<file path="src/core/clic_pkg.sv">
// package for the cascaded interrupt controller pair: addresses, fields, types, helpers
package clic_pkg;

	// i/o port decode
	localparam logic [15:0] MASTER_CMD_ADDR = 16'h0020;
	localparam logic [15:0] MASTER_DATA_ADDR = 16'h0021;
	localparam logic [15:0] SLAVE_CMD_ADDR = 16'h00a0;
	localparam logic [15:0] SLAVE_DATA_ADDR = 16'h00a1;

	// command port decode bits
	localparam int INIT_FIRST_BIT = 4;
	localparam int OP_SEL_BIT = 3;

	// op_word_eoi_rotate fields
	localparam int OP2_ROTATE_BIT = 7;
	localparam int OP2_LEVEL_SEL_BIT = 6;
	localparam int OP2_EOI_BIT = 5;

	// op_word_read_poll fields
	localparam int OP3_ESMM_BIT = 6;
	localparam int OP3_SMM_BIT = 5;
	localparam int OP3_POLL_BIT = 2;
	localparam int OP3_RR_BIT = 1;
	localparam int OP3_RIS_BIT = 0;

	// init_word_mode fields
	localparam int MODE_X86_BIT = 0;
	localparam int MODE_AUTO_END_OF_SERVICE_BIT = 1;
	localparam int MODE_SFNM_BIT = 4;

	// bridge_control_register bit that hands line 12 to the mouse logic
	localparam int BRIDGE_MOUSE_BIT = 4;

	// reset values: x86 mode, normal eoi, non-buffered, sfnm off
	localparam logic [7:0] MODE_RESET = 8'h01;
	localparam logic [7:0] MASK_RESET = 8'h00;
	localparam logic [4:0] BASE_RESET = 5'h00;
	localparam logic [7:0] MASTER_CAS_RESET = 8'h04;
	localparam logic [7:0] SLAVE_CAS_RESET = 8'h02;

	// fixed line numbers
	localparam logic [2:0] SPURIOUS_LINE = 3'h7;
	localparam int LINE_TIMER = 0;
	localparam int LINE_CASCADE = 2;
	localparam int LINE_MOUSE = 12;
	localparam int LINE_FPU = 13;

	// lines that may be level triggered; same set is open to pci steering
	localparam logic [15:0] LEVEL_OK_LINES = 16'hdef8;
	localparam logic [15:0] STEER_OK_LINES = LEVEL_OK_LINES;

	typedef enum logic [1:0] {
		INIT_READY = 2'b00,
		INIT_WAIT_VEC = 2'b01,
		INIT_WAIT_CAS = 2'b10,
		INIT_WAIT_MODE = 2'b11
	} clic_init_t;

	typedef struct packed {
		logic [15:0] addr;
		logic wr;
		logic rd;
		logic [7:0] wdata;
	} clic_io_req_t;

	typedef struct packed {
		logic en;
		logic [3:0] line;
	} clic_route_t;

	typedef struct packed {
		logic [15:0] trigger_level;
		logic [7:0] bridge_ctrl;
		clic_route_t [3:0] pci_route;
	} clic_cfg_t;

	// highest priority set bit: {found, index}, index 0 wins
	function automatic logic [3:0] clic_first(input logic [7:0] v);
		logic [3:0] r;
		r = 4'h0;
		for (int i = 7; i >= 0; i--) begin
			if (v[i]) begin
				r = {1'b1, 3'(i)};
			end
		end
		return r;
	endfunction

	function automatic logic [7:0] clic_onehot(input logic [2:0] idx);
		return 8'h01 << idx;
	endfunction

endpackage

</file>
<file path="src/core/clic_top.sv">
// cascaded interrupt controller pair with pci steering and i/o port access
// Function
// RULE_01 - two cascaded controllers, master lines 0-7, slave 8-15, slave feeds master line 2
// RULE_02 - line 13 from fpu error input, line 0 from timer counter 0
// RULE_03 - four active-low pci inputs steerable to lines 3-7, 9-12, 14, 15
// RULE_04 - reset defaults: x86, edge, normal eoi, non-buffered, no special nesting, cascade
// RULE_05 - bridge control bit 4 selects mouse logic for line 12, else pin
// RULE_06 - master command port at 0020h, slave command port at 00a0h
// RULE_07 - command write with bit 4 set is first init word, restarts init
// RULE_08 - next three data port writes store vector, cascade and mode words
// RULE_09 - vector base word gives vector bits 7 to 3, one per controller
// RULE_10 - software sets only bit 2 of master cascade word
// RULE_11 - master broadcasts cascade code; slave drives vector only on id match
// RULE_12 - software writes mode word bit 0 set on both controllers
// RULE_13 - data port write after init loads mask; 1 blocks that line
// RULE_14 - third op word picks read register, special mask mode, poll mode
// RULE_15 - op words accepted anytime after init, no re-init needed
// RULE_16 - non-specific eoi clears highest priority set in-service bit
// RULE_17 - specific eoi clears in-service bit named by level bits
// RULE_18 - in special mask mode non-specific eoi skips masked in-service bits
// RULE_19 - software sends eoi to both master and slave for slave interrupts
// RULE_20 - auto eoi does non-specific eoi at end of last acknowledge pulse
// RULE_21 - software redoes whole init sequence to change mode word
// RULE_22 - software enables auto eoi only on master
// RULE_23 - line 0 highest; in-service blocks equal or lower, higher still interrupts
// RULE_24 - trigger bit 0 edge, 1 level; lines 0,1,2,8,13 always edge
// RULE_25 - master selects slave by driving 010b on cascade lines
// RULE_26 - request gone before first acknowledge gives line 7 vector, no in-service
// RULE_27 - vector is base plus winning line; in-service set on first pulse
`timescale 1ns/10ps
`default_nettype none

module clic_ctrl #(
	parameter bit MASTER = 1'b1
) (
	input wire logic clk,
	input wire logic rst,
	input wire logic [7:0] lines,
	input wire logic [7:0] level_mode,
	input wire logic cmd_wr,
	input wire logic data_wr,
	input wire logic cmd_rd,
	input wire logic [7:0] wdata,
	input wire logic ack_first,
	input wire logic ack_second,
	input wire logic cas_en_in,
	input wire logic [2:0] cas_in,
	output logic cas_en_out,
	output logic [2:0] cas_out,
	output logic int_out,
	output logic owns_vector,
	output logic [7:0] vector,
	output logic [7:0] cmd_rdata,
	output logic [7:0] data_rdata
);
	import clic_pkg::*;

	localparam logic [7:0] CAS_RESET = MASTER ? MASTER_CAS_RESET : SLAVE_CAS_RESET;

	clic_init_t init_ff;
	logic [7:0] line_prev_ff, irr_ff, isr_ff, mask_ff, cas_id_ff, mode_ff;
	logic [4:0] base_ff;
	logic smm_ff, ris_ff, poll_ff, own_ff, part_ff;
	logic [2:0] ack_line_ff;
	logic [3:0] win, top_is;
	logic [7:0] isr_vis, set_is, clr_is, rise, nxt_irr;
	logic pending, selected, take_ack, take, cascade_hit;
	logic is_first, is_op, op2_eoi, op3, eoi_ns;

	// arbitration: masked requests out, in-service masked out only in special mask mode
	// the live line gates the latch so a request dropped at the first pulse reads as spurious
	assign win = clic_first(irr_ff & lines & ~mask_ff); // RULE_26
	assign isr_vis = smm_ff ? (isr_ff & ~mask_ff) : isr_ff;
	assign top_is = clic_first(isr_vis);
	assign pending = win[3] && (!top_is[3] || (win[2:0] < top_is[2:0])); // RULE_23

	// the slave only answers when the master named it on the cascade lines
	assign selected = MASTER ? 1'b1 : (cas_en_in && (cas_in == cas_id_ff[2:0])); // RULE_11
	assign take_ack = ack_first && selected;
	assign take = (take_ack || (cmd_rd && poll_ff)) && pending;
	assign set_is = take ? clic_onehot(win[2:0]) : 8'h00; // RULE_27
	assign cascade_hit = MASTER && take_ack && pending && cas_id_ff[win[2:0]];
	assign cas_en_out = cascade_hit;
	assign cas_out = cascade_hit ? win[2:0] : 3'h0; // RULE_25

	assign is_first = cmd_wr && wdata[INIT_FIRST_BIT]; // RULE_07
	assign is_op = cmd_wr && !wdata[INIT_FIRST_BIT] && (init_ff == INIT_READY); // RULE_15
	assign op2_eoi = is_op && !wdata[OP_SEL_BIT] && wdata[OP2_EOI_BIT] && !wdata[OP2_ROTATE_BIT];
	assign op3 = is_op && wdata[OP_SEL_BIT]; // RULE_14

	// auto eoi runs when the second pulse ends, i.e. at the edge closing that cycle
	assign eoi_ns = (op2_eoi && !wdata[OP2_LEVEL_SEL_BIT])
		|| (ack_second && part_ff && mode_ff[MODE_AUTO_END_OF_SERVICE_BIT]); // RULE_20

	always_comb begin
		clr_is = 8'h00;
		if (op2_eoi && wdata[OP2_LEVEL_SEL_BIT]) begin
			clr_is = clic_onehot(wdata[2:0]); // RULE_17
		end else if (eoi_ns && top_is[3]) begin
			clr_is = clic_onehot(top_is[2:0]); // RULE_16 RULE_18
		end
	end

	// edge lines latch on a rising edge and drop if the line falls before acknowledge
	assign rise = lines & ~line_prev_ff;
	assign nxt_irr = ((level_mode & lines) | (~level_mode & (irr_ff | rise) & lines))
		& ~set_is; // RULE_24 RULE_26

	assign int_out = pending;
	assign owns_vector = own_ff;
	assign vector = {base_ff, ack_line_ff}; // RULE_09 RULE_27
	assign cmd_rdata = poll_ff ? {pending, 4'h0, win[2:0]} : (ris_ff ? isr_ff : irr_ff);
	assign data_rdata = mask_ff;

	always_ff @(posedge clk or posedge rst) begin
		if (rst) begin
			line_prev_ff <= 8'h00;
			irr_ff <= 8'h00;
		end else begin
			line_prev_ff <= lines;
			irr_ff <= nxt_irr;
		end
	end

	always_ff @(posedge clk or posedge rst) begin
		if (rst) begin
			isr_ff <= 8'h00;
		end else begin
			isr_ff <= (isr_ff & ~clr_is) | set_is;
		end
	end

	// init sequence: first word on command port, then three data port words in turn
	always_ff @(posedge clk or posedge rst) begin
		if (rst) begin
			init_ff <= INIT_READY;
			base_ff <= BASE_RESET;
			cas_id_ff <= CAS_RESET;
			mode_ff <= MODE_RESET; // RULE_04
		end else if (is_first) begin
			init_ff <= INIT_WAIT_VEC;
		end else if (data_wr) begin
			unique case (init_ff)
				INIT_READY: init_ff <= INIT_READY;
				INIT_WAIT_VEC: begin
					base_ff <= wdata[7:3]; // RULE_08 RULE_09
					init_ff <= INIT_WAIT_CAS;
				end
				INIT_WAIT_CAS: begin
					cas_id_ff <= wdata; // RULE_08
					init_ff <= INIT_WAIT_MODE;
				end
				INIT_WAIT_MODE: begin
					mode_ff <= wdata; // RULE_08
					init_ff <= INIT_READY;
				end
			endcase
		end
	end

	always_ff @(posedge clk or posedge rst) begin
		if (rst) begin
			mask_ff <= MASK_RESET;
		end else if (is_first) begin
			mask_ff <= MASK_RESET;
		end else if (data_wr && (init_ff == INIT_READY)) begin
			mask_ff <= wdata; // RULE_13
		end
	end

	always_ff @(posedge clk or posedge rst) begin
		if (rst) begin
			smm_ff <= 1'b0;
			ris_ff <= 1'b0;
			poll_ff <= 1'b0;
		end else if (is_first) begin
			smm_ff <= 1'b0;
			ris_ff <= 1'b0;
			poll_ff <= 1'b0;
		end else if (op3) begin
			if (wdata[OP3_ESMM_BIT]) begin
				smm_ff <= wdata[OP3_SMM_BIT]; // RULE_14
			end
			if (wdata[OP3_RR_BIT]) begin
				ris_ff <= wdata[OP3_RIS_BIT]; // RULE_14
			end
			poll_ff <= wdata[OP3_POLL_BIT]; // RULE_14
		end else if (cmd_rd) begin
			poll_ff <= 1'b0;
		end
	end

	// acknowledge bookkeeping: line and ownership fixed on the first pulse
	always_ff @(posedge clk or posedge rst) begin
		if (rst) begin
			ack_line_ff <= SPURIOUS_LINE;
			own_ff <= 1'b0;
			part_ff <= 1'b0;
		end else if (take_ack) begin
			ack_line_ff <= pending ? win[2:0] : SPURIOUS_LINE; // RULE_26
			own_ff <= !cascade_hit; // RULE_11
			part_ff <= 1'b1;
		end else if (ack_first) begin
			own_ff <= 1'b0;
			part_ff <= 1'b0;
		end else if (ack_second) begin
			part_ff <= 1'b0;
		end
	end

endmodule

module clic_top (
	input wire logic clk,
	input wire logic rst,
	input wire clic_pkg::clic_io_req_t io_req,
	output logic [7:0] io_rdata,
	output logic io_rvalid,
	input wire clic_pkg::clic_cfg_t cfg,
	input wire logic [15:0] irq_pins,
	input wire logic [3:0] pci_irq_inputs_n,
	input wire logic fpu_error_n,
	input wire logic timer0_out,
	input wire logic mouse_irq,
	input wire logic int_ack_strobe,
	output logic [7:0] ack_vector,
	output logic ack_vector_valid,
	output logic cpu_int_request
);
	import clic_pkg::*;

	logic [15:0] pci_lines, lines, level_mode;
	logic m_cmd, m_data, s_cmd, s_data;
	logic ack_phase_ff, ack_first, ack_second, cas_en;
	logic [2:0] cas_code;
	logic m_int, s_int, m_own, s_own;
	logic [7:0] m_vec, s_vec, m_cmd_rd, m_data_rd, s_cmd_rd, s_data_rd;

	// pci inputs are shared active-low levels; an out-of-set target is ignored
	always_comb begin
		pci_lines = 16'h0000;
		for (int i = 0; i < 4; i++) begin
			if (cfg.pci_route[i].en && !pci_irq_inputs_n[i]) begin
				pci_lines[cfg.pci_route[i].line] = 1'b1;
			end
		end
		pci_lines = pci_lines & STEER_OK_LINES; // RULE_03
	end

	always_comb begin
		lines = irq_pins | pci_lines;
		lines[LINE_TIMER] = timer0_out; // RULE_02
		lines[LINE_CASCADE] = s_int; // RULE_01
		lines[LINE_FPU] = !fpu_error_n; // RULE_02
		if (cfg.bridge_ctrl[BRIDGE_MOUSE_BIT]) begin
			lines[LINE_MOUSE] = mouse_irq; // RULE_05
		end
	end

	assign level_mode = cfg.trigger_level & LEVEL_OK_LINES; // RULE_24

	assign m_cmd = io_req.addr == MASTER_CMD_ADDR; // RULE_06
	assign m_data = io_req.addr == MASTER_DATA_ADDR;
	assign s_cmd = io_req.addr == SLAVE_CMD_ADDR; // RULE_06
	assign s_data = io_req.addr == SLAVE_DATA_ADDR;

	// two strobes make one acknowledge; the phase flag tells them apart
	assign ack_first = int_ack_strobe && !ack_phase_ff;
	assign ack_second = int_ack_strobe && ack_phase_ff;

	always_ff @(posedge clk or posedge rst) begin
		if (rst) begin
			ack_phase_ff <= 1'b0;
		end else if (int_ack_strobe) begin
			ack_phase_ff <= !ack_phase_ff;
		end
	end

	clic_ctrl #(.MASTER(1'b1)) u_master (
		.clk(clk), .rst(rst), .lines(lines[7:0]), .level_mode(level_mode[7:0]),
		.cmd_wr(io_req.wr && m_cmd), .data_wr(io_req.wr && m_data),
		.cmd_rd(io_req.rd && m_cmd), .wdata(io_req.wdata), .ack_first(ack_first),
		.ack_second(ack_second), .cas_en_in(1'b0), .cas_in(3'h0), .cas_en_out(cas_en),
		.cas_out(cas_code), .int_out(m_int), .owns_vector(m_own), .vector(m_vec),
		.cmd_rdata(m_cmd_rd), .data_rdata(m_data_rd));

	clic_ctrl #(.MASTER(1'b0)) u_slave (
		.clk(clk), .rst(rst), .lines(lines[15:8]), .level_mode(level_mode[15:8]),
		.cmd_wr(io_req.wr && s_cmd), .data_wr(io_req.wr && s_data),
		.cmd_rd(io_req.rd && s_cmd), .wdata(io_req.wdata), .ack_first(ack_first),
		.ack_second(ack_second), .cas_en_in(cas_en), .cas_in(cas_code), .cas_en_out(),
		.cas_out(), .int_out(s_int), .owns_vector(s_own), .vector(s_vec),
		.cmd_rdata(s_cmd_rd), .data_rdata(s_data_rd));

	// read data held until the next decoded read; other ports give no answer
	always_ff @(posedge clk or posedge rst) begin
		if (rst) begin
			io_rdata <= 8'h00;
			io_rvalid <= 1'b0;
		end else begin
			io_rvalid <= io_req.rd && (m_cmd || m_data || s_cmd || s_data);
			if (io_req.rd && m_cmd) begin
				io_rdata <= m_cmd_rd;
			end else if (io_req.rd && m_data) begin
				io_rdata <= m_data_rd;
			end else if (io_req.rd && s_cmd) begin
				io_rdata <= s_cmd_rd;
			end else if (io_req.rd && s_data) begin
				io_rdata <= s_data_rd;
			end
		end
	end

	always_ff @(posedge clk or posedge rst) begin
		if (rst) begin
			ack_vector <= 8'h00;
			ack_vector_valid <= 1'b0;
		end else begin
			ack_vector_valid <= ack_second;
			if (ack_second) begin
				ack_vector <= (s_own && !m_own) ? s_vec : m_vec; // RULE_11
			end
		end
	end

	always_ff @(posedge clk or posedge rst) begin
		if (rst) begin
			cpu_int_request <= 1'b0;
		end else begin
			cpu_int_request <= m_int;
		end
	end

endmodule

`default_nettype wire

</file>
<file path="config.mk">
export PLATFORM = sky130hd
export DESIGN_NAME = clic_top
export DESIGN_NICKNAME = d
export VERILOG_FILES = /design/src/core/clic_pkg.sv /design/src/core/clic_top.sv
export SDC_FILE = /design/constraint.sdc
export NUM_CORES = 1
export LEC_CHECK = 0
export BUFFER_PORTS_ARGS = -buffer_cell sky130_fd_sc_hd__buf_2
export CAP_MARGIN = 20
export CORE_UTILIZATION = 62
export DETAILED_ROUTE_END_ITERATION = 12
export GPL_TIMING_DRIVEN = 1
export PLACE_DENSITY = 0.94
export SLEW_MARGIN = 20
export SYNTH_ARGS = -nofsm -noshare
export SYNTH_HDL_FRONTEND = slang
export SYNTH_SLANG_ARGS = --single-unit
</file>
<file path="constraint.sdc">
create_clock -name clk -period 8.3 [get_ports clk]
set_input_delay 1.66 -clock clk [delete_from_list [all_inputs] [get_ports clk]]
set_output_delay 1.66 -clock clk [all_outputs]
set_load 0.005 [all_outputs]
</file>
==> impl_metrics.env <==
export IMPL_crit_path_start_kind="input port"
export IMPL_core_area_um2=12000
export IMPL_cp_startpoint="cfg[12]"
export IMPL_layout_setup_ws_ns=1.14
export IMPL_end_kind="register"
export IMPL_start_util=0.634
export IMPL_grt_start_max_net_pins=74
export IMPL_drt_iter0_drc=962
export IMPL_grtUsageTotal=0.378
export IMPL_ff2ff_setup_slack_ns=2.53
export IMPL_area_delta_synth_final_pct=15.5
export IMPL_synth_cells=832
export IMPL_dpl_cell_area_um2=8160
export IMPL_synth_yosys_seq_area_share=0.420
export IMPL_cts_buffers=17
export IMPL_crit_end="u_master.isr_ff[0]"
export IMPL_ant_nets=0
export IMPL_fin_worst_skew_ns=0.0100
export IMPL_fin_nets=1032
export IMPL_post_place_ws_ns=1.01
export IMPL_power_density_nw_per_um2=274
export IMPL_ir_drop_mv=0.216
export IMPL_via_per_inst=6.80
export IMPL_mostFrequentLayoutCell="nand2_1"
export IMPL_gr_total_overflow=0
export IMPL_cts_clk_slew_worst_paths_ns=0.06
export IMPL_rsz0062_at_grt="false"
export IMPL_ys_seq_elements=127
export IMPL_async_flop_share=1.00
export IMPL_antenna_found_initial=1
export IMPL_hpwlAfterDp_um=16400
export IMPL_crit_fanout=9
export IMPL_design_area_um2=8760
export IMPL_die_w_um=113
export IMPL_fmax_mhz=140
export IMPL_worst_pin_slew_ns=1.01
export IMPL_netSwitchingFraction=0.380
export IMPL_avgRoutedWirePerCell_um=21.2
export IMPL_cts_tree="built"
export IMPL_clk_path_buf_depth=2
export IMPL_slew_viol_final=0
export IMPL_drive_above_1_share=0.212
export IMPL_cp_arrival_ns=7.52
export IMPL_die_height_um=113
export IMPL_p_leak_nw=3.88
export IMPL_hold_buffers=0
export IMPL_layout_common_cells="120 x nand2_1, 119 x dfrtp_1, 99 x buf_2, 80 x nor2_1"
export IMPL_critical_path_slowest_cell="o41ai_1"
export IMPL_grt_pass1_wl_um=36400
export IMPL_p_comb_frac=0.355
export IMPL_hold_ws_ns=0.441
export IMPL_slew_limit_headroom=0.321
export IMPL_synth_edff_count=0
export IMPL_cts_sinks=127
export IMPL_seqPwrFrac=0.329
export IMPL_critPathRequiredTime_ns=8.66
export IMPL_fin_util=0.733
export IMPL_ys_warn_count=0
export IMPL_r2r_start="u_slave.data_rdata[4]"
export IMPL_period_share=0.863
export IMPL_avgSynthCellArea_um2=9.12
export IMPL_syn_nets=941
export IMPL_root_buffer="clkbuf_16"
export IMPL_wl_um=23000
export IMPL_status="finished, final reports clean"
export IMPL_rr_endpoint="u_master.isr_ff[0]"
export IMPL_io_buffers=99
export IMPL_htree_levels=4
export IMPL_clkPwrFrac=0.316
export IMPL_p_switching_mw=0.915
export IMPL_drtPass1Iterations=6
export IMPL_syn_area_um2=7590
export IMPL_design_die_area_um2=12700
export IMPL_pin_count=115
export IMPL_setup_violations=0
export IMPL_num_rows=40
export IMPL_grt_pass1_vias=7016
export IMPL_dominantRegCellSynth="dfrtp_1"
export IMPL_crit_type="in -> reg"
export IMPL_post_cts_repair_setup_buffers=0
export IMPL_insertion_delay_ns=0.43
export IMPL_ys_types=86
export IMPL_vias=7375
export IMPL_hold_viol_final=0
export IMPL_period_needed_ns=7.16
export IMPL_place_gp_congestion=0.934
export IMPL_drc_errors=0
export IMPL_intPower_mw=1.49
export IMPL_path_cells="buf_2 -> nand4bb_1 -> nor2_1 -> o41ai_1 -> and4bb_2 -> a21boi_0 -> ha_1 -> a21oi_1 -> a21oi_1 -> a31oi_2 -> o21ai_4 -> o21ai_2 -> inv_1 -> ha_1 -> o21ai_0 -> and3_1 -> a221oi_2 -> nor3_2 -> buf_4 -> and2_1 -> a31o_2"
export IMPL_max_stage_delay_ns=0.71
export IMPL_hold_class="reg -> reg"
export IMPL_nFillCells=848
export IMPL_worstHoldPathCells=1
export IMPL_reg2regPathDepth=20
export IMPL_maxCapViolCount=0
export IMPL_ctsResizeCount=0
export IMPL_fin_setup_tns_ns=0
## how the worst min path moves through the flow
stage                     slack, ns                 end                startpoint
after floorplan                0.40  u_master.irr_ff[3]  u_master.line_prev_ff[3]
after global placement         0.42  u_master.irr_ff[3]  u_master.line_prev_ff[3]
after detailed placement       0.43  u_master.irr_ff[3]  u_master.line_prev_ff[3]
after CTS                      0.44  u_master.irr_ff[3]  u_master.line_prev_ff[3]
after global routing           0.47  u_master.irr_ff[3]  u_master.line_prev_ff[3]
final                          0.44  u_master.irr_ff[3]  u_master.line_prev_ff[3]
## synthesized netlist by cell type, types with 6 or more instances
library cell	instances	area, um2
nor2b_1	16	100
a21boi_0	11	82.6
dfrtp_1	119	2980
o21ai_0	39	195
and2_1	7	43.8
nand3_1	19	95.1
and3_1	9	56.3
nor3_1	8	40.0
nand2_1	120	450
dfstp_2	8	210
nor2_1	80	300
o21a_1	8	60.1
or3_1	9	56.3
nand4bb_1	7	78.8
o221ai_1	19	166
a21oi_1	39	195
o21ai_1	10	50.1
a31oi_1	13	81.3
o31ai_1	6	45.0
nand2b_1	29	181
ha_1	13	163
inv_1	36	135
clkbuf_1	25	93.8
o22ai_1	11	68.8
nand4_1	8	50.1
mux2_2	25	282
mux2i_1	24	240
o211ai_1	6	45.0
## cell type report
cell class / instances / area [um2] / area share
repair buffers: 102 / 518 / 0.0591
inverters: 37 / 141 / 0.0161
clock inverters: 12 / 163 / 0.0186
multi-input cells: 638 / 4130 / 0.471
well taps: 147 / 184 / 0.0210
diodes: 1 / 2.50 / 0.000286
flip-flops and latches: 127 / 3190 / 0.364
clock buffers: 20 / 437 / 0.0498
## cell families after synthesis
| group | share of synthesized area |
|---|---|
| flip-flops | 0.420 |
| XOR/XNOR | 0.00462 |
| AO/OA/AOI/OAI | 0.215 |
| AND/OR/NAND/NOR | 0.231 |
| buffers and inverters | 0.0351 |
| adder cells (fa/ha/maj) | 0.0214 |
| multiplexers | 0.0717 |
## registers in the layout (all words and copies together) (netlist names), 2 cells and up
name and cells:
u_master.base_ff 5, u_slave.data_rdata 8, u_master.line_prev_ff 8, io_rdata 8, u_master.init_ff 2, u_master.irr_ff 8
u_master.data_rdata 8, u_slave.isr_ff 8, u_slave.ack_line_ff 3, u_master.ack_line_ff 3, u_master.isr_ff 8, u_master.cas_id_ff 8
u_slave.init_ff 2, u_slave.cas_id_ff 3, u_slave.irr_ff 8, ack_vector 8, u_slave.base_ff 5, u_slave.line_prev_ff 8
## worst max-delay path, delay by kind of cell
kind | cells | cell delay [ns]
AO/OA/AOI/OAI | 10 | 2.77
adder cells (fa/ha/maj) | 2 | 0.69
buffers and inverters | 3 | 0.51
AND/OR/NAND/NOR | 6 | 1.87
## metrics by stage
stage / cells / power, mW
after CTS: 1083 / 2.38
after global routing: 1084 / 2.52
after floorplan: 832 / 1.36
after detailed placement: 1051 / 1.61
final: 1084 / 2.40
after global placement: 1051 / 1.59
## power groups by stage
stage          logic (mW)  clock network, mW  registers [mW]
2_1_floorplan       0.590                  0           0.773
3_3_place_gp        0.803                  0           0.789
3_5_place_dp        0.823                  0           0.791
4_1_cts             0.835              0.760           0.785
5_1_grt             0.935              0.787           0.796
6_report            0.854              0.759           0.790
## per-layer routing
metal / GRT usage / vias up / part of all wire
li1: - / 3251 / -
met1: 0.486 / 3497 / 0.38
met2: 0.605 / 516 / 0.47
met3: 0.0929 / 111 / 0.10
met4: 0.174 / 0 / 0.043
met5: 0 / - / 0
No activity file was read; power rests on OpenSTA's default activity.
